--- config.mk ---
export PLATFORM = sky130hd
export DESIGN_NAME = sspw_top
export DESIGN_NICKNAME = d
export VERILOG_FILES = /design/src/pkg/sspw_pkg.sv /design/src/core/sspw_phase.sv /design/src/core/sspw_top.sv
export VERILOG_INCLUDE_DIRS = /design/src /design/src/pkg
export SDC_FILE = /design/constraint.sdc
export NUM_CORES = 1
export LEC_CHECK = 0
export ABC_AREA = 1
export BUFFER_PORTS_ARGS = -buffer_cell sky130_fd_sc_hd__buf_2
export CORE_MARGIN = 2
export CORE_UTILIZATION = 35
export CTS_CLUSTER_DIAMETER = 50
export DETAILED_ROUTE_END_ITERATION = 10
export MAX_ROUTING_LAYER = met4
export PLACE_DENSITY = 0.58
export SYNTH_ARGS = -nofsm -noshare
export SYNTH_HDL_FRONTEND = slang
export SYNTH_SLANG_ARGS = --single-unit
--- constraint.sdc ---
create_clock -name CLK -period 2.5 [get_ports CLK]
set_input_delay 0.375 -clock CLK [delete_from_list [all_inputs] [get_ports CLK]]
set_output_delay 0.375 -clock CLK [all_outputs]
set_load 0.01 [all_outputs]
--- src/pkg/sspw_defs.svh ---
`ifndef SSPW_DEFS_SVH
`define SSPW_DEFS_SVH

// ----------------------------------------
// widths
// ----------------------------------------
`define SSPW_CW        16
`define SSPW_DTW       8
`define SSPW_AW        12
`define SSPW_IW        14

// ----------------------------------------
// timing
// ----------------------------------------
`define SSPW_CLK_MHZ     125
`define SSPW_CLK_HZ      125000000
`define SSPW_CARRIER_HZ  10000
`define SSPW_PER_CYC     (`SSPW_CLK_HZ / (2 * `SSPW_CARRIER_HZ))
`define SSPW_DEAD_NS     800
`define SSPW_DEAD_CYC    ((`SSPW_DEAD_NS * `SSPW_CLK_MHZ + 999) / 1000)

// ----------------------------------------
// values
// ----------------------------------------
`define SSPW_ADC_MID     14'h0800
`define SSPW_SCAN_ALL    3'h7
`define SSPW_SCAN_NONE   3'h0

`endif

--- src/pkg/sspw_pkg.sv ---
`include "sspw_defs.svh"

package sspw_pkg;

  // compare set: three phase compares and the two active-state durations
  typedef struct packed {
    logic [`SSPW_CW-1:0] a;
    logic [`SSPW_CW-1:0] b;
    logic [`SSPW_CW-1:0] c;
    logic [`SSPW_CW-1:0] t1;
    logic [`SSPW_CW-1:0] t2;
  } sspw_shd_t;

  // one phase gate pair
  typedef struct packed {
    logic hs;
    logic ls;
  } sspw_gate_t;

endpackage

--- src/core/sspw_phase.sv ---
`timescale 1ns/1ps

module sspw_phase #(
  parameter int CW  = 16,
  parameter int DTW = 8
) (
  input  wire logic           clk,
  input  wire logic           rst_b,
  input  wire logic [CW-1:0]  cnt,
  input  wire logic [CW-1:0]  cmp,
  input  wire logic           en,
  input  wire logic [DTW-1:0] dead,
  output sspw_pkg::sspw_gate_t gate
);

  logic           want_q;
  logic           want_d;
  logic [DTW-1:0] dt_q;
  logic [DTW-1:0] dt_d;
  sspw_pkg::sspw_gate_t gate_q;
  sspw_pkg::sspw_gate_t gate_d;

  // ----------------------------------------
  // complementary pair with dead band
  // ----------------------------------------
  always_comb
  begin
    want_d = en & (cnt < cmp);
    dt_d   = dt_q;
    gate_d = '0;
    if (want_d != want_q)
    begin
      dt_d = dead;
    end
    else if (dt_q != '0)
    begin
      dt_d = dt_q - 1'b1;
    end
    else
    begin
      gate_d.hs = want_q & en;
      gate_d.ls = ~want_q & en;
    end
  end

  always_ff @(posedge clk or negedge rst_b)
  begin
    if (!rst_b)
    begin
      want_q <= 1'b0;
      dt_q   <= '0;
      gate_q <= '0;
    end
    else
    begin
      want_q <= want_d;
      dt_q   <= dt_d;
      gate_q <= gate_d;
    end
  end

  assign gate = gate_q;
endmodule

--- src/core/sspw_top.sv ---
`timescale 1ns/1ps
`include "sspw_defs.svh"

module sspw_top #(
  parameter int PER  = `SSPW_PER_CYC,
  parameter int DEAD = `SSPW_DEAD_CYC
) (
  input  wire logic                   CLK,
  input  wire logic                   RST_B,
  input  wire logic                   RUN_PIN,
  input  wire logic                   OC_CMP_PIN,
  input  wire logic                   FAULT_CLR,
  input  wire logic                   CMP_WR,
  input  wire sspw_pkg::sspw_shd_t    CMP_IN,
  input  wire logic                   ADC_DONE,
  input  wire logic [`SSPW_AW-1:0]    ADC_DATA,
  output logic [2:0]                  HS,
  output logic [2:0]                  LS,
  output logic                        PWM_IRQ,
  output logic                        OC_IRQ,
  output logic                        FAULT,
  output logic                        ADC_TRIG,
  output logic                        ADC_TAG,
  output logic [2:0]                  ADC_SCAN,
  output logic signed [`SSPW_IW-1:0]  I_FIRST,
  output logic signed [`SSPW_IW-1:0]  I_SECOND,
  output logic signed [`SSPW_IW-1:0]  I_THIRD
);

  localparam logic [`SSPW_CW-1:0]  PER_V  = `SSPW_CW'(PER);
  localparam logic [`SSPW_DTW-1:0] DEAD_V = `SSPW_DTW'(DEAD);

  // ----------------------------------------
  // pin synchronisers and fault latch
  // ----------------------------------------
  logic [1:0] run_sync_q;
  logic [1:0] oc_sync_q;
  logic       oc_prev_q;
  logic       fault_q;
  logic       fault_d;
  logic       oc_irq_q;
  logic       oc_irq_d;
  logic       en;

  always_comb
  begin
    oc_irq_d = oc_sync_q[1] & ~oc_prev_q;
    fault_d  = fault_q;
    if (FAULT_CLR)
    begin
      fault_d = 1'b0;
    end
    if (oc_sync_q[1])
    begin
      fault_d = 1'b1;
    end
  end

  always_ff @(posedge CLK or negedge RST_B)
  begin
    if (!RST_B)
    begin
      run_sync_q <= '0;
      oc_sync_q  <= '0;
      oc_prev_q  <= 1'b0;
      fault_q    <= 1'b0;
      oc_irq_q   <= 1'b0;
    end
    else
    begin
      run_sync_q <= {run_sync_q[0], RUN_PIN};
      oc_sync_q  <= {oc_sync_q[0], OC_CMP_PIN};
      oc_prev_q  <= oc_sync_q[1];
      fault_q    <= fault_d;
      oc_irq_q   <= oc_irq_d;
    end
  end

  assign en = run_sync_q[1] & ~fault_q;

  // ----------------------------------------
  // up/down carrier, shadow and active compares
  // ----------------------------------------
  logic [`SSPW_CW-1:0] cnt_q;
  logic [`SSPW_CW-1:0] cnt_d;
  logic                up_q;
  logic                up_d;
  logic                top;
  logic                bot;
  logic                upd;
  sspw_pkg::sspw_shd_t shd_q;
  sspw_pkg::sspw_shd_t shd_d;
  sspw_pkg::sspw_shd_t act_q;
  sspw_pkg::sspw_shd_t act_d;

  assign top = en & up_q & (cnt_q == PER_V);
  assign bot = en & ~up_q & (cnt_q == '0);
  assign upd = top | bot;

  always_comb
  begin
    cnt_d = cnt_q;
    up_d  = up_q;
    shd_d = CMP_WR ? CMP_IN : shd_q;
    act_d = upd ? shd_q : act_q;
    if (!run_sync_q[1])
    begin
      cnt_d = '0;
      up_d  = 1'b1;
    end
    else if (en)
    begin
      if (top)
      begin
        up_d  = 1'b0;
        cnt_d = cnt_q - 1'b1;
      end
      else if (bot)
      begin
        up_d  = 1'b1;
        cnt_d = cnt_q + 1'b1;
      end
      else
      begin
        cnt_d = up_q ? cnt_q + 1'b1 : cnt_q - 1'b1;
      end
    end
  end

  always_ff @(posedge CLK or negedge RST_B)
  begin
    if (!RST_B)
    begin
      cnt_q <= '0;
      up_q  <= 1'b1;
      shd_q <= '0;
      act_q <= '0;
    end
    else
    begin
      cnt_q <= cnt_d;
      up_q  <= up_d;
      shd_q <= shd_d;
      act_q <= act_d;
    end
  end

  // ----------------------------------------
  // phase pairs
  // ----------------------------------------
  sspw_pkg::sspw_gate_t gate_a;
  sspw_pkg::sspw_gate_t gate_b;
  sspw_pkg::sspw_gate_t gate_c;

  sspw_phase #(.CW(`SSPW_CW), .DTW(`SSPW_DTW)) u_ph_a (.clk(CLK), .rst_b(RST_B), .cnt(cnt_q),
    .cmp(act_q.a), .en(en), .dead(DEAD_V), .gate(gate_a));
  sspw_phase #(.CW(`SSPW_CW), .DTW(`SSPW_DTW)) u_ph_b (.clk(CLK), .rst_b(RST_B), .cnt(cnt_q),
    .cmp(act_q.b), .en(en), .dead(DEAD_V), .gate(gate_b));
  sspw_phase #(.CW(`SSPW_CW), .DTW(`SSPW_DTW)) u_ph_c (.clk(CLK), .rst_b(RST_B), .cnt(cnt_q),
    .cmp(act_q.c), .en(en), .dead(DEAD_V), .gate(gate_c));

  assign HS = {gate_c.hs, gate_b.hs, gate_a.hs};
  assign LS = {gate_c.ls, gate_b.ls, gate_a.ls};

  // ----------------------------------------
  // delay timer and adc trigger
  // ----------------------------------------
  logic                dly_run_q;
  logic                dly_run_d;
  logic [`SSPW_CW-1:0] dly_cnt_q;
  logic [`SSPW_CW-1:0] dly_cnt_d;
  logic [`SSPW_CW-1:0] dly_cmp_q;
  logic [`SSPW_CW-1:0] dly_cmp_d;
  logic                cur_pend_q;
  logic                cur_pend_d;
  logic                match;
  logic                zero_vec;
  logic                trig_q;
  logic                trig_d;
  logic                tag_q;
  logic                tag_d;
  logic                irq_q;
  logic [2:0]          scan_q;
  logic [2:0]          scan_d;

  assign match    = en & dly_run_q & (dly_cnt_q == dly_cmp_q);
  assign zero_vec = (HS == 3'h0) | (HS == 3'h7);

  always_comb
  begin
    dly_run_d  = dly_run_q & en;
    dly_cnt_d  = dly_cnt_q;
    dly_cmp_d  = dly_cmp_q;
    cur_pend_d = cur_pend_q;
    if (match)
    begin
      dly_run_d = 1'b0;
    end
    else if (dly_run_q)
    begin
      dly_cnt_d = dly_cnt_q + 1'b1;
    end
    if (bot)
    begin
      dly_run_d = 1'b1;
      dly_cnt_d = '0;
    end
    if (ADC_DONE && cur_pend_q)
    begin
      cur_pend_d = 1'b0;
      dly_cmp_d  = act_q.t2 >> 1;
    end
    if (top)
    begin
      dly_cmp_d = shd_q.t1 >> 1;
    end
    trig_d = top | (match & ~zero_vec);
    tag_d  = match & ~zero_vec;
    scan_d = trig_d ? `SSPW_SCAN_ALL : `SSPW_SCAN_NONE;
    if (tag_d)
    begin
      cur_pend_d = 1'b1;
    end
  end

  always_ff @(posedge CLK or negedge RST_B)
  begin
    if (!RST_B)
    begin
      dly_run_q  <= 1'b0;
      dly_cnt_q  <= '0;
      dly_cmp_q  <= '0;
      cur_pend_q <= 1'b0;
      trig_q     <= 1'b0;
      tag_q      <= 1'b0;
      irq_q      <= 1'b0;
      scan_q     <= `SSPW_SCAN_NONE;
    end
    else
    begin
      dly_run_q  <= dly_run_d;
      dly_cnt_q  <= dly_cnt_d;
      dly_cmp_q  <= dly_cmp_d;
      cur_pend_q <= cur_pend_d;
      trig_q     <= trig_d;
      tag_q      <= tag_d;
      irq_q      <= upd;
      scan_q     <= scan_d;
    end
  end

  // ----------------------------------------
  // bus current capture and reconstruction
  // ----------------------------------------
  logic                       smp_idx_q;
  logic                       smp_idx_d;
  logic signed [`SSPW_IW-1:0] i1_q;
  logic signed [`SSPW_IW-1:0] i1_d;
  logic signed [`SSPW_IW-1:0] i2_q;
  logic signed [`SSPW_IW-1:0] i2_d;
  logic signed [`SSPW_IW-1:0] i3_q;
  logic signed [`SSPW_IW-1:0] i3_d;
  logic signed [`SSPW_IW-1:0] smp;

  assign smp = $signed({2'b00, ADC_DATA}) - $signed(`SSPW_ADC_MID);

  always_comb
  begin
    smp_idx_d = smp_idx_q;
    i1_d      = i1_q;
    i2_d      = i2_q;
    i3_d      = i3_q;
    if (ADC_DONE && cur_pend_q)
    begin
      smp_idx_d = ~smp_idx_q;
      if (!smp_idx_q)
      begin
        i1_d = smp;
      end
      else
      begin
        i2_d = smp;
        i3_d = -(i1_q + smp);
      end
    end
  end

  always_ff @(posedge CLK or negedge RST_B)
  begin
    if (!RST_B)
    begin
      smp_idx_q <= 1'b0;
      i1_q      <= '0;
      i2_q      <= '0;
      i3_q      <= '0;
    end
    else
    begin
      smp_idx_q <= smp_idx_d;
      i1_q      <= i1_d;
      i2_q      <= i2_d;
      i3_q      <= i3_d;
    end
  end

  assign PWM_IRQ  = irq_q;
  assign OC_IRQ   = oc_irq_q;
  assign FAULT    = fault_q;
  assign ADC_TRIG = trig_q;
  assign ADC_TAG  = tag_q;
  assign ADC_SCAN = scan_q;
  assign I_FIRST  = i1_q;
  assign I_SECOND = i2_q;
  assign I_THIRD  = i3_q;

  // helper: a top event seen and no bottom event since
  logic top_seen_q;
  logic top_seen_d;

  assign top_seen_d = top | (top_seen_q & ~bot);

  always_ff @(posedge CLK or negedge RST_B)
  begin
    if (!RST_B)
    begin
      top_seen_q <= 1'b0;
    end
    else
    begin
      top_seen_q <= top_seen_d;
    end
  end
endmodule

== After elaboration in Yosys (flattened, before gate mapping) ==
Cells that the tools add are included.

* Register bits after elaboration: 282
* Input port bits: 99
* Output and inout bits: 56
* Word-level logic and storage cells: 140

* Add/subtract/negate cells: 9
* Magnitude comparators: 3
* Equality and inequality tests: 9
* Muxes and demuxes: 33
* Bitwise gates (word level): 29
* Reductions and logical operators: 17

{| class="wikitable"
|+ Operator list
! kind !! count
|-
| 16-bit two-way mux || 10
|-
| 16-bit less-than comparator || 3
|-
| 8-bit two-way mux || 6
|-
| 16-bit by 1-bit adder with 16-bit output (second input constant) || 2
|-
| 8-bit nonzero test || 3
|-
| 8-bit by 1-bit subtractor with 8-bit output (second input constant) || 3
|-
| 1-bit AND || 18
|-
| 16-bit by 13-bit == test with 1-bit output (second input constant) || 1
|-
| 16-bit == test || 1
|-
| 16-bit logical NOT || 1
|-
| 16-bit by 1-bit subtractor with 16-bit output (second input constant) || 1
|-
| 13-bit by 13-bit adder with 14-bit output || 1
|-
| 14-bit negator || 1
|-
| 2-bit nonzero test || 7
|-
| 12-bit by 12-bit subtractor with 13-bit output (second input constant) || 1
|-
| 2-bit two-way mux || 6
|-
| 1-bit two-way mux || 10
|-
| 1-bit NOT || 8
|-
| 2-bit AND reduction || 4
|-
| 3-bit == test (second input constant) || 1
|-
| 3-bit logical NOT || 1
|-
| 3-bit two-way mux || 1
|-
| 1-bit inequality test || 3
|-
| 3-bit by 2-bit inequality test with 1-bit output (second input constant) || 1
|-
| 4 further kinds || 6
|}

== Longest topological paths before layout ==
Gate-level depths: netlist (run 1).

* Depth in word-level cells: 8
* Mapped depth: 13
* Depth with buffers taken out: 13

== By module ==
Synthesis (run 1) repeated with hierarchy kept, for this count alone.

* Cells, all modules: 1,859
* Area total of the unflattened synthesis: 14,940.6 um^2

{| class="wikitable"
|+ Modules (own cells, without submodules)
! module !! times used !! cells each !! area an instance (um^2) !! sequential area each (um^2)
|-
| sspw_top || 1 || 1,418 || 11,637.4 || 6,007.0
|-
| sspw_phase || 3 || 147 || 1,101.1 || 275.3
|}

== Worst setup path after synthesis (run 1) ==
No wires, ideal clock.

* Path kind: reg2reg
* From: register i1_q[1], in the netlist I_FIRST[1]
* To: register i3_q[7], in the netlist I_THIRD[7]
* Library setup time: 118 ps
* Arrival: 2,107 ps
* Data required time: 2,382 ps
* Slack: 275 ps
* Cell stages (with the launch flop): 12
* Path buffers: 0
* Clock period less this slack: 2,225 ps
* Path through: dfrtp_1 -> ha_1 -> inv_1 -> ha_1 -> fa_1 -> nand3_1 -> nand3_1 -> a31oi_1 -> inv_1 -> or2_2 -> nand3_1 -> nand2_1

* Cells in the longest elaborated chain, start to end: 2

{| class="wikitable"
|+ Ends and longest elaborated chain
! what !! RTL line !! RTL
|-
| from (decl) || sspw_top.sv:257 || <nowiki>logic signed [`SSPW_IW-1:0] i1_q;</nowiki>
|-
| from (signal assigned) || sspw_top.sv:300 || <nowiki>i1_q <= i1_d;</nowiki>
|-
| 13-bit by 13-bit adder with 14-bit output || sspw_top.sv:283 || <nowiki>i3_d = -(i1_q + smp);</nowiki>
|-
| 14-bit negator || sspw_top.sv:283 ||
|-
| to (signal assigned) || sspw_top.sv:302 || <nowiki>i3_q <= i3_d;</nowiki>
|-
| to (decl) || sspw_top.sv:261 || <nowiki>logic signed [`SSPW_IW-1:0] i3_q;</nowiki>
|}

Every way passes these cells.
A chain may end at the register's enable or synchronous reset.

== Worst setup path in the final report (run 1) ==
Ends and elaborated chain as after synthesis.

==> results of run 1 <==
==> cells in the final DEF (no fill, tap or decap), types with 7 or more instances in the layout <==
cell,n
sky130_fd_sc_hd__nand2_1,433
sky130_fd_sc_hd__dfrtp_1,272
sky130_fd_sc_hd__inv_1,176
sky130_fd_sc_hd__buf_2,150
sky130_fd_sc_hd__nor2_1,134
sky130_fd_sc_hd__nand3_1,117
sky130_fd_sc_hd__o21ai_0,113
sky130_fd_sc_hd__ha_1,77
sky130_fd_sc_hd__mux2_2,63
sky130_fd_sc_hd__xor2_1,46
sky130_fd_sc_hd__clkbuf_16,42
sky130_fd_sc_hd__a21oi_1,32
sky130_fd_sc_hd__nand4_1,31
sky130_fd_sc_hd__buf_4,29
sky130_fd_sc_hd__nand2_2,23
sky130_fd_sc_hd__nor3_1,18
sky130_fd_sc_hd__nor2_2,8
sky130_fd_sc_hd__o211ai_1,8
sky130_fd_sc_hd__o221ai_1,8
sky130_fd_sc_hd__clkinvlp_4,8
sky130_fd_sc_hd__inv_2,7
sky130_fd_sc_hd__buf_12,7
==> worst paths after layout <==
path | start | endpoint | slack (ns) | cells after the start
max in group asynchronous | RST_B | act_q[35] | 1.32 | 3
worst min register to register | oc_sync_q[0] | oc_sync_q[1] | 0.35 | 0
worst max-delay path | I_FIRST[1] | I_THIRD[7] | 0.21 | 11
worst max register to register | I_FIRST[1] | I_THIRD[7] | 0.21 | 11
min in group asynchronous | RST_B | shd_q[26] | 0.36 | 2
worst min-delay path | CMP_IN[29] | shd_q[29] | 0.04 | 3
==> power breakdown <==
group,internal [W],switching (W),total (W)
Clock,0.00363,0.00223,0.00587
Combinational,0.00140,0.00191,0.00330
Sequential,0.00507,0.000453,0.00552
==> through the flow <==
stage / instance area [um^2] / setup slack (ns) / utilization, % / power [W]
2_1_floorplan: 14400 / 0.275 / - / 0.00780
3_3_place_gp: 15800 / 0.106 / 38.8 / 0.00883
3_5_place_dp: 15800 / 0.0992 / 38.8 / 0.00892
4_1_cts: 17300 / 0.205 / 42.4 / 0.0149
5_1_grt: 17300 / 0.0225 / 42.4 / 0.0156
6_report: 17300 / 0.206 / 42.4 / 0.0147
==> cells in the mapped netlist, types with 2 or more instances <==
cell type	count	area, um^2
sky130_fd_sc_hd__a21oi_1	32	160
sky130_fd_sc_hd__inv_1	176	661
sky130_fd_sc_hd__inv_2	7	26.3
sky130_fd_sc_hd__nand2_1	433	1630
sky130_fd_sc_hd__ha_1	77	963
sky130_fd_sc_hd__buf_6	5	56.3
sky130_fd_sc_hd__nor3_2	2	20.0
sky130_fd_sc_hd__dfrtp_1	272	6810
sky130_fd_sc_hd__o211ai_1	8	60.1
sky130_fd_sc_hd__nand2_2	23	144
sky130_fd_sc_hd__nand4_1	31	194
sky130_fd_sc_hd__buf_1	2	7.51
sky130_fd_sc_hd__a31oi_1	3	18.8
sky130_fd_sc_hd__a211oi_1	2	15.0
sky130_fd_sc_hd__nand2_4	2	22.5
sky130_fd_sc_hd__buf_4	19	143
sky130_fd_sc_hd__buf_2	17	85.1
sky130_fd_sc_hd__or2_2	4	25.0
sky130_fd_sc_hd__o21ai_1	2	10.0
sky130_fd_sc_hd__xor2_1	46	403
sky130_fd_sc_hd__nor2_1	134	503
sky130_fd_sc_hd__o21ai_0	113	566
sky130_fd_sc_hd__nand3_1	117	586
sky130_fd_sc_hd__nor4_1	4	25.0
sky130_fd_sc_hd__nand3b_1	6	45.0
sky130_fd_sc_hd__nor3_1	18	90.1
sky130_fd_sc_hd__xnor2_1	6	52.6
sky130_fd_sc_hd__nor2_2	8	50.1
sky130_fd_sc_hd__o221ai_1	8	70.1
sky130_fd_sc_hd__mux2_2	63	709
sky130_fd_sc_hd__nor2_4	4	45.0
sky130_fd_sc_hd__clkbuf_1	19	71.3
==> area by class of cell <==
class                           instances  area [um^2]
Fill cell                            4059        23500
Clock inverter                         24          302
Clock buffer                           49         1110
Sequential cell                       273         6830
Timing Repair Buffer                  191         1160
Tap cell                              532          666
Inverter                              184          691
Multi-Input combinational cell       1154         6500
==> what timing repair did <==
action / CTS / global route
hold endpoints to repair: 59 / 0
setup buffers: 0 / 0
hold buffers: 4 / 0
==> layer usage <==
layer  track usage, %  share of wire, %
met1             23.4                47
met2             27.3                46
met3             2.82               4.4
met4             6.63               2.9
met5                -                 0
==> logic make-up (layout without fill, tap and decap cells) <==
logic type,count (synthesis),in the layout,synth area share [%]
AND/OR/NAND/NOR,789,789,23.7
AO/OA/AOI/OAI,172,172,6.46
adder cells (fa/ha/maj),78,78,6.82
buffers and inverters,248,448,7.55
flip-flops,273,273,47.4
XOR/XNOR,52,52,3.16
multiplexers,63,63,4.92
==> worst reg2reg max path, cell delays in order (launching register included) <==
cell and delay (ns):
sky130_fd_sc_hd__dfrtp_1 0.39, sky130_fd_sc_hd__ha_1 0.28, sky130_fd_sc_hd__inv_1 0.04, sky130_fd_sc_hd__ha_1 0.21
sky130_fd_sc_hd__fa_1 0.39, sky130_fd_sc_hd__nand3_1 0.09, sky130_fd_sc_hd__nand3_1 0.15, sky130_fd_sc_hd__a31oi_1 0.17
sky130_fd_sc_hd__inv_1 0.07, sky130_fd_sc_hd__or2_2 0.27, sky130_fd_sc_hd__nand3_1 0.07, sky130_fd_sc_hd__nand2_1 0.06
==> sequential cells by signal (all words and copies together), names as in the netlist, 2 cells and up <==
name,flops
I_THIRD,14
u_ph_c.dt_q,8
dly_cmp_q,15
I_FIRST,12
u_ph_c.gate,2
oc_sync_q,2
run_sync_q,2
u_ph_a.gate,2
I_SECOND,12
dly_cnt_q,16
act_q,63
u_ph_a.dt_q,8
shd_q,78
cnt_q,16
u_ph_b.dt_q,8
u_ph_b.gate,2
==> results.md, run 1 <==
- Synthesis instantiated 44 different standard cells from the library.
- The routed design could run at a clock period as short as between 2 and 2.5 ns.
- The worst-path maximum fanout is 4.
- Counting flops and latches in the post-synthesis netlist gives 273.
- The number of standard-cell rows in the floorplan is between 70 and 80.
- After detailed routing, the average wire length per cell comes to 15.0 um.
- The area added between synthesis and finish is 19.7%.
- For the pin with the worst max-slew slack, the measured transition is 0.617 ns.
- ~160 I/O pins were placed.
- The path class of the tightest hold or removal check is primary input to flip-flop.
- The cell that appears most often on the critical path is sky130_fd_sc_hd__nand3_1.
- The count of nets left with antenna violations once routing finished came out at 0.
- The final-report setup violation count is 0.
- The leakage dissipation is between 8 and 9 nW.
- For this configuration, the core starts out at a cell density of between 30% and 40%.
- The layout net count is between 2,000 and 2,500.
- The worst stage delay on the critical path is 0.39 ns.
- The number of remaining DRC errors is 0.
- The maximum resistive drop on vdd is between 0.5 and 0.6 mV.
- The height of the chip is between 200 and 250 um.
- The cell count after synthesis came out at 1,675.
- Max-cap violations in this run came to 0.
- The per-cell via count in the routed design is slightly below 5.
- The overflow left after global routing is 0.
- The critical path's slowest cell is sky130_fd_sc_hd__dfrtp_1.
- The final-report hold violation count is 0.
- The number of standard cells in the layout, taps in and fillers out is 2,407.
- Hold is met by around 0.045 ns.
- The synthesized design contains 0 enable-type register cells.
- 0 antenna diodes ended up in the layout.
- The ratio of cells with drive above 1 in the final layout is roughly a fifth.
- The element type at the critical path end is a flip-flop.
- The total wire length is 36,200 um.
- For the worst setup path, the data required time is approximately 2.9 ns.
- The count of buffering cells on the critical path with inverters included is 2.
- The setup path with the least slack is of type flip-flop to flip-flop.
- In the finished design, the share of the clock period the worst path needs comes to ~92%.
- Traced cell by cell, the critical path runs through ha_1 -> inv_1 -> ha_1 -> fa_1 -> nand3_1 -> nand3_1 -> a31oi_1 -> inv_1 -> or2_2 -> nand3_1 -> nand2_1.
- From left edge to right edge, the die measures slightly above 200 um.
- In this run, post-CTS repair resized a total of 0 instances.
- The area of the core region is approximately 0.041 mm^2.
- The final-report max-slew violation count is 0.
- The clock slew seen by the registers of the worst setup and hold paths is roughly 0.060 ns.
- In the synthesized netlist the dominant register cell turns out to be sky130_fd_sc_hd__dfrtp_1.
- In this design, the largest share of critical-path delay is due to adder cells.
- In this run the tightest slew margin relative to its limit is 58.9%.
- The total instance count after detailed placement is around 2,300.
- The floorplan step defined a die boundary enclosing approximately 0.043 mm^2.
- The final RePlAce weighted congestion is slightly below 0.9.
- Across the routed clock network, the largest skew measured is ~0.026 ns.
- The tree is rooted in a sky130_fd_sc_hd__clkbuf_16.
- The number of DRC violations after detailed-routing iteration 0 is ~650.
- The data arrival time of the critical path is 2.74 ns.
- TritonCTS built the clock tree.
- After synthesis, the share of flip-flops with an asynchronous set or reset is 100%.
- The number of buffers created by CTS is just over 40.
- The post-synth net total is 1,852.
- The detailed placement HPWL is approximately 26,000 um.
- Setup repair after global routing left no endpoint under its margin.
- The Yosys warning count is 0.
- The worst-skew pair later-pin latency is 0.56 ns.
- The first-pass detailed-route iteration total is 5.
- The number of global-route vias before repair was about 12,000.
- Derived from the worst setup path, the maximum achievable clock frequency is 436 MHz.
- In this run the number of H-tree levels came out at 2.
- The final sum of negative setup slack is 0 ns.
- The worst setup path is launched from a flip-flop.
- The global-route wire length before repair is roughly 60,000 um.
- The cell area after synthesis is 0.0144 mm^2.
- The run finished with clean final reports.
- The number of sinks handled by clock tree synthesis is approximately 270.
- Entering global routing, the biggest net connects ~70 pins.
- The number of antenna violations at the first check in global routing is 0.
- The number of vias in the routed layout is around 12,000.
- The total of buffers placed on input and output ports is ~150.
- The mean cell area of the mapped netlist is between 8 and 9 um^2.
- The power per unit of standard cell area is about 850 mW/mm^2.
- After synthesis, flip-flops and latches occupy between 40% and 50% of the total area.
- The clock passes through at most 3 buffers.
- The overall fraction of global-route tracks in use is 17.7%.
Note: power is estimated with default switching activity, not from simulation.
==> inputs of run 2 (changes only) <==
- CORE_UTILIZATION: 35 -> 50
- PLACE_DENSITY: 0.58 -> 0.76
==> run 2 against run 1 <==
Compared with the run above:
- utilization increased by 16 points
- clock skew decreased by 0.0051 ns
- hold slack got worse by 0.032 ns
- first-iteration DRC count increased by 0.16%
- flip-flop and latch count unchanged
- setup slack got worse by 0.018 ns
- via count increased by 1.5%
- global-route usage increased by 5.7 points
- clock power decreased by 24%
- register-to-register slack got worse by 0.02 ns
- fmax decreased by 0.76%
- die area decreased by 29%
- largest cell class unchanged
==> results.md, run 2 (synthesis results as in run 1) <==
- The count of buffering cells on the critical path with inverters included is 1 (-1).
- The final critical-path share of the clock period is 92.5% (+0.70 points).
- The worst slack at placement is 0.130 ns (+0.0312 ns).
- The maximum resistive drop on vdd was 0.680 mV (+17%).
- The clock slew seen by the registers of the worst setup and hold paths came to 0.06 ns (about the same).
- The number of antenna violations at the first check in global routing is 0 (unchanged).
- The reg2reg setup slack is 0.19 ns (-0.02 ns).
- The final clock skew came to 0.0214 ns (-0.00505 ns).
- The number of standard-cell rows in the floorplan is 62 (-16%).
- The ratio of cells with drive above 1 in the final layout was 19.4% (-0.50 points).
- The global-route wire length before repair is 56,800 um (-5.3%).
- The area of the core region is 0.0285 mm^2 (-30%).
- The number of antenna cells inserted was 0 (unchanged).
- The final-report setup violation count is 0 (unchanged).
- The count of buffers added by post-CTS timing repair for setup is 0 (unchanged).
- The full die area is 0.0302 mm^2 (-29%).
- Leaving out fill and tap cells, the most frequent cells in the layout are 433 x sky130_fd_sc_hd__nand2_1, 272 x sky130_fd_sc_hd__dfrtp_1, 176 x sky130_fd_sc_hd__inv_1.
- The per-cell via count in the routed design is 5.21 (+8.5%).
- The height of the chip is 174 um (-16%).
- The number of sinks handled by clock tree synthesis is 273 (unchanged).
- The final RePlAce weighted congestion came to 0.955 (+6.8%).
- The wire length per cell was 15.0 um (about the same).
- The worst stage delay on the critical path was 0.64 ns (+0.25 ns).
- The flow ran to the end, and the final reports show no timing, DRC or antenna violations.
- The largest registers in the layout are shd_q: 78 flops, act_q: 63 flops.
- The total wire length is 33,800 um (-6.5%).
- The critical path in this run is classified as flip-flop to flip-flop.
- The critical path goes through nand2_2 -> nor2_1 -> nand3_4 -> nand2_4 -> buf_4 -> nand2_1 -> o21ai_0.
- The leakage dissipation is 8.48 nW (-1.5%).
- In this design, the largest share of critical-path delay is due to simple AND/OR/NAND/NOR gates.
- The leading cell type in the layout, fill and taps excluded is sky130_fd_sc_hd__nand2_1.
- The utilization of the core after routing is 58.6% (+16 points).
- The layout net count is 2,022 (unchanged).
- The TritonCTS clock tree is built.
- The number of vias in the routed layout came to 11,733 (+1.5%).
- The overall fraction of global-route tracks in use was 23.3% (+5.7 points).
- The maximum level of the CTS H-tree was 1 (-1).
- The critical path launch point type is a flip-flop.
- The starting density of the core came to 50.5% (+15 points).
- The highest attainable clock frequency came to 433 MHz (-0.76%).
- The post-detailed-route count of antenna-violating nets was 0 (unchanged).
- The number of global-route vias before repair is 11,711 (+1.7%).
- The worst-path maximum fanout is 18 (+14).
- The pin count of the biggest net entering global routing is 81 (+19%).
- The root cell of the clock tree is sky130_fd_sc_hd__clkbuf_16.
- The die span in x is 174 um (-16%).
- The element type at the critical path end is a flip-flop.
- In this run the worst hold path is classified as primary input to flip-flop.
- The final worst slack came to 0.188 ns (-0.0175 ns).
- The final-report max-slew violation count is 0 (unchanged).
- The number of buffers created by CTS is 31 (-24%).
- The largest individual stage delay along the critical path comes from the cell sky130_fd_sc_hd__dfrtp_1.
- The total of max-cap violations is 0 (unchanged).
- The critical path data required time is 2.96 ns (+0.02 ns).
- The total design power was 0.0134 W (-8.8%).
- The clock period minus final worst setup slack came to 2.31 ns (+0.0175 ns).
- The slew at the pin closest to its max-slew limit came to 0.661 ns (+0.0439 ns).
- The buffer depth of the longest clock path is 3 (unchanged).
- Setup repair after global routing left no endpoint under its margin.
- The final sum of negative setup slack is 0 ns (unchanged).
- The final worst hold slack is 0.0129 ns (-0.0317 ns).
- The flip-flop count of the largest register after layout is 78 (unchanged).
- The overflow left after global routing came to 0 (unchanged).
- The final-report hold violation count came to 0 (unchanged).
- The number of DRC violations after detailed-routing iteration 0 is 646 (+0.16%).
- The data arrival time of the critical path is 2.77 ns (+0.03 ns).
- The total of buffers placed on input and output ports is 152 (unchanged).
- The normalized max-slew margin came to 56.0% (-2.9 points).
- The detailed placement HPWL is 24,600 um (-4.8%).
- The area added between synthesis and finish is 16.0%.
- The worst-skew pair later-pin latency is 0.57 ns (about the same).
- The number of remaining DRC errors was 0 (unchanged).
- The total I/O pin count is 155 (unchanged).
- The number of fillers in the final layout is 2,532 (-38%).
- Counting flops per register, the top entry is shd_q.
- The power per unit of standard cell area was 801 mW/mm^2 (-5.9%).
- The first-pass detailed-route iteration total is 5 (unchanged).
run 2: per-layer routing:
| layer | share of wire (%) | wire, um | GRT usage, % |
|---|---|---|---|
| met3 | 5.2 | 1740 | 3.31 |
| met5 | 0 | 0 | - |
| met1 | 44 | 14900 | 29.8 |
| met4 | 1.7 | 575 | 5.32 |
| met2 | 49 | 16600 | 39.6 |
run 2: through the flow:
stage	cell area, um^2	cells
after floorplan	14400	1675
final	16700	2251
after global placement	15700	2191
after global routing	16700	2251
after CTS	16700	2251
after detailed placement	15700	2191
run 2: final timing paths:
kind / from / end / depth (start not counted)
hold reg to reg: oc_sync_q[0] / oc_sync_q[1] / 0
min in group asynchronous: RST_B / shd_q[45] / 2
max in group asynchronous: RST_B / dly_cmp_q[3] / 3
hold / removal: FAULT_CLR / FAULT / 2
setup / recovery: run_sync_q[1] / act_q[34] / 7
setup reg to reg: run_sync_q[1] / act_q[34] / 7
run 2: timing repair:
| item | 4_1_cts | 5_1_grt |
|---|---|---|
| endpoints found under the hold margin | 76 | 0 |
| endpoints found under the setup margin | 0 | 1 |
| hold buffers | 5 | 0 |
| gates resized for setup | 0 | 2 |
run 2: cell type report:
class / instances / area (um^2) / share of cell area (%)
inverters: 184 / 691 / 4.13
well taps: 384 / 480 / 2.87
clock buffers: 43 / 861 / 5.14
multi-input cells: 1154 / 6510 / 38.9
repair buffers: 201 / 1200 / 7.19
flip-flops and latches: 273 / 6830 / 40.8
clock inverters: 12 / 154 / 0.920
run 2: report_power, final:
| part | switching, W | internal, W |
|---|---|---|
| combinational | 0.00199 | 0.00141 |
| sequential | 0.000455 | 0.00507 |
| clock | 0.00185 | 0.00263 |
==> inputs of run 3 (changes only) <==
- ABC_AREA: 1 -> not set
- PLACE_DENSITY: 0.76 -> 0.79
- clock period: 2.5 -> 2.05 ns (I/O delays scaled with it)
==> run 3 against run 2 <==
Compared with the run above:
- the flow now finishes with violations (negative setup slack)
- final cell count is 8.6% lower
- clock power is 41% higher
- fmax is 10% lower
- sequential power is 15% higher
- global-route usage is 3.7 points higher
- area after synthesis is 5.9% lower
- total power is 18% higher
- flip-flop and latch count stayed put
- critical endpoint is now u_ph_b.dt_q[6]
- first-iteration DRC count is 61% higher
==> results.md, run 3 <==
- By area the synthesized netlist is led by sky130_fd_sc_hd__dfrtp_1 50%, sky130_fd_sc_hd__mux2_2 7.5%, sky130_fd_sc_hd__ha_1 7.1%, sky130_fd_sc_hd__o21ai_0 4.2%, sky130_fd_sc_hd__nand2_1 3.8%.
- The number of global-route vias before repair is 11,823 (+0.96%).
- The starting density of the core is 50.7% (+0.14 points).
- The final worst slack was -0.526 ns (-0.714 ns).
- The leakage dissipation is 9.48 nW (+12%).
- The slew at the pin closest to its max-slew limit is 0.629 ns (-0.0322 ns).
- After synthesis, the most frequently instantiated cells are 272 x sky130_fd_sc_hd__dfrtp_1, 137 x sky130_fd_sc_hd__nand2_1, 113 x sky130_fd_sc_hd__o21ai_0, 97 x sky130_fd_sc_hd__inv_1, 90 x sky130_fd_sc_hd__mux2_2.
- The worst-path maximum fanout was 6 (-12).
- The total I/O pin count came to 155 (unchanged).
- The area growth from synthesis to layout is 47.5%.
- The top cell type's share of synthesized area is 50.1% (+2.9 points).
- The worst-skew pair later-pin latency is 0.53 ns (-0.04 ns).
- The normalized max-slew margin is 58.1% (+2.1 points).
- The share of flip-flops with an asynchronous set or reset after synthesis is 100% (unchanged).
- The Yosys warning count was 0 (unchanged).
- The number of antenna violations at the first check in global routing is 0 (unchanged).
- The first-pass detailed-route iteration total is 5 (unchanged).
- The number of remaining DRC errors was 0 (unchanged).
- The flip-flop count of the largest register after layout is 78 (unchanged).
- Leaving out fill and tap cells, the most frequent cell in the layout is sky130_fd_sc_hd__dfrtp_1.
- The pin count of the biggest net entering global routing is 79 (-2.5%).
- The number of DRC violations after detailed-routing iteration 0 was 1,039 (+61%).
- The overflow left after global routing is 0 (unchanged).
- The final clock skew is 0.0261 ns (+0.00473 ns).
- The synthesized netlist cell count is 1,301 (-22%).
- The clock period minus final worst setup slack is 2.58 ns (+0.264 ns).
- The number of sinks handled by clock tree synthesis is 273 (unchanged).
- The die span in x is 169 um (-2.9%).
- The number of buffers created by CTS is 35 (+13%).
- The utilization of the core after routing is 74.8% (+16 points).
- The full die area was 0.0285 mm^2 (-5.7%).
- The checks that failed: negative setup slack.
- The detailed placement HPWL is 23,500 um (-4.5%).
- The sequential fraction of the synthesis area is 50.3% (+2.9 points).
- The total of max-cap violations is 0 (unchanged).
- The maximum level of the CTS H-tree is 2 (+1).
- The number of antenna cells inserted came to 0 (unchanged).
- The class of the most critical setup path is flip-flop to flip-flop.
- The final worst hold slack is 0.0104 ns (-0.00251 ns).
- The worst hold path belongs to the class primary input to flip-flop.
- sky130_fd_sc_hd__dfrtp_1 is the most common cell in the netlist.
- The critical path data required time came to 2.44 ns (-0.52 ns).
- The highest attainable clock frequency was 388 MHz (-10%).
- The global-route wire length before repair came to 60,300 um (+6.1%).
- The element type at the critical path end is a flip-flop.
- The area of the core region is 0.0268 mm^2 (-6.1%).
- TritonCTS built the clock tree.
- Setup repair after global routing could not meet its margin everywhere.
- The per-cell via count in the routed design is 6.08 (+17%).
- The post-detailed-route count of antenna-violating nets came to 0 (unchanged).
- The final-report max-slew violation count is 0 (unchanged).
- The number of vias in the routed layout is 12,503 (+6.6%).
- The run finished, with violations left.
- The largest registers in the layout are shd_q: 78 flops, act_q: 63 flops.
- The ratio of cells with drive above 1 in the final layout came to 49.5% (+30 points).
- The synthesized flop and latch total is 273 (unchanged).
- The clock slew seen by the registers of the worst setup and hold paths is 0.06 ns (about the same).
- sky130_fd_sc_hd__dfrtp_1 takes more of the synthesized area than any other cell.
- The data arrival time of the critical path is 2.96 ns (+0.19 ns).
- The mean cell area of the mapped netlist is 10.4 um^2 (+21%).
- The unique cell type count in the Yosys netlist is 64 (+45%).
- The cell area after synthesis came to 0.0136 mm^2 (-5.9%).
- The count of flip-flops with a built-in enable after synthesis is 0 (unchanged).
- The final RePlAce weighted congestion is 0.948 (-0.66%).
- The wire length per cell is 22.3 um (+49%).
- The buffer depth of the longest clock path was 3 (unchanged).
- The critical path launch point type is a flip-flop.
- The overall fraction of global-route tracks in use is 27.1% (+3.7 points).
- The final-report setup violation count is 152 (+152).
- Clock tree synthesis selected as its root buffer the cell sky130_fd_sc_hd__clkbuf_16.
- The height of the chip came to 169 um (-2.9%).
- The total of buffers placed on input and output ports is 152 (unchanged).
- The power per unit of standard cell area is 790 mW/mm^2 (-1.4%).
- The worst slack at placement is -0.374 ns (-0.505 ns).
- The number of standard-cell rows in the floorplan was 60 (-3.2%).
- The layout net count is 1,867 (-7.7%).
- Ranked by flip-flop count, first place goes to shd_q.
- The total wire length is 46,000 um (+36%).
- Among all flip-flop cells after synthesis, the most frequent one is sky130_fd_sc_hd__dfrtp_1.
- The final critical-path share of the clock period is 126% (+33 points).
- The post-synth net total was 1,478 (-20%).
- The top cell types in the final layout, fill and taps aside, are 254 x sky130_fd_sc_hd__dfrtp_1, 166 x sky130_fd_sc_hd__buf_4, 152 x sky130_fd_sc_hd__buf_2.
- The total design power is 0.0158 W (+18%).
- The final-report hold violation count is 0 (unchanged).
- The maximum resistive drop on vdd is 0.691 mV (+1.6%).
==> run 3: cell count changes in the layout (fill, tap and decap cells not counted), moves of 24 or more <==
| cell | delta |
|---|---|
| sky130_fd_sc_hd__buf_4 | +125 |
| sky130_fd_sc_hd__buf_6 | +48 |
| sky130_fd_sc_hd__ha_1 | -28 |
| sky130_fd_sc_hd__ha_4 | +24 |
| sky130_fd_sc_hd__inv_1 | -85 |
| sky130_fd_sc_hd__mux2i_1 | +29 |
| sky130_fd_sc_hd__nand2_1 | -343 |
| sky130_fd_sc_hd__nand3_1 | -91 |
| sky130_fd_sc_hd__nor2_1 | -94 |
| sky130_fd_sc_hd__o21ai_0 | -68 |
| sky130_fd_sc_hd__o21ai_1 | +27 |
| sky130_fd_sc_hd__o21ai_2 | +39 |
==> run 3: layout make-up <==
cell class                 count  area, um^2
fill                        1434        6770
tap                          341         427
inverter                      97         367
clock buffer                  46        1010
multi-input combinational    869        7730
sequential                   273        6860
clock inverter                18         195
timing repair buffer         414        3460
==> run 3: cell families after synthesis <==
family	count (synthesis)	synth area share, %
buffers and inverters	161	4.82
AOI/OAI and AO/OA	249	11.1
DFF	273	50.3
and+or+nand+nor	367	13.1
muxes	136	11.0
adders and majority gates	78	7.24
xor gates and xnor gates	37	2.39
==> run 3: repair_timing <==
| action | CTS | global route |
|---|---|---|
| cloned | 6 | 12 |
| hold buffers | 5 | 4 |
| hold endpoints to repair | 58 | 4 |
| setup buffers | 34 | 31 |
| gates resized for setup | 158 | 280 |
| pin swaps | 44 | 104 |
| endpoints found under the setup margin | 129 | 152 |
==> run 3: through the flow <==
| stage | area (um^2) | setup TNS [ns] | cells |
|---|---|---|---|
| after CTS | 18500 | -14.47 | 2014 |
| final | 20000 | -38.17 | 2058 |
| after floorplan | 13900 | -4.66 | 1301 |
| after global routing | 20000 | -40.46 | 2058 |
| after global placement | 16300 | -22.93 | 1905 |
| after detailed placement | 16300 | -29.94 | 1905 |
==> run 3: path summary, 6_finish.rpt <==
path | end | slack [ns] | cells after the start | startpoint
max | u_ph_b.dt_q[6] | -0.53 | 9 | cnt_q[9]
min | shd_q[36] | 0.01 | 2 | CMP_IN[36]
max reg2reg | u_ph_b.dt_q[6] | -0.53 | 9 | cnt_q[9]
min reg2reg | oc_sync_q[1] | 0.35 | 0 | oc_sync_q[0]
max in group asynchronous | act_q[76] | 0.94 | 3 | RST_B
min in group asynchronous | act_q[56] | 0.36 | 2 | RST_B
==> run 3: worst max-delay path, stage by stage (launching register included) <==
cell	delay (ns)
sky130_fd_sc_hd__dfrtp_2	0.52
sky130_fd_sc_hd__buf_12	0.17
sky130_fd_sc_hd__ha_4	0.22
sky130_fd_sc_hd__a211oi_2	0.31
sky130_fd_sc_hd__o21ai_1	0.13
sky130_fd_sc_hd__a21oi_1	0.21
sky130_fd_sc_hd__buf_4	0.17
sky130_fd_sc_hd__mux2i_4	0.25
sky130_fd_sc_hd__nand3_2	0.13
sky130_fd_sc_hd__or3_1	0.33
==> run 3: power by group <==
part | switching, W | internal, W | leakage, nW
combinational | 0.00150 | 0.00163 | 5.39
sequential | 0.000469 | 0.00589 | 3.49
clock | 0.00253 | 0.00380 | 0.600
==> run 3: metal layers <==
layer,GRT usage (%),wire length [um],vias to the layer above
li1,-,-,5371
met1,33.5,17600,6095
met2,44.5,22100,761
met3,4.72,3630,276
met4,10.5,2620,0
met5,-,0,-
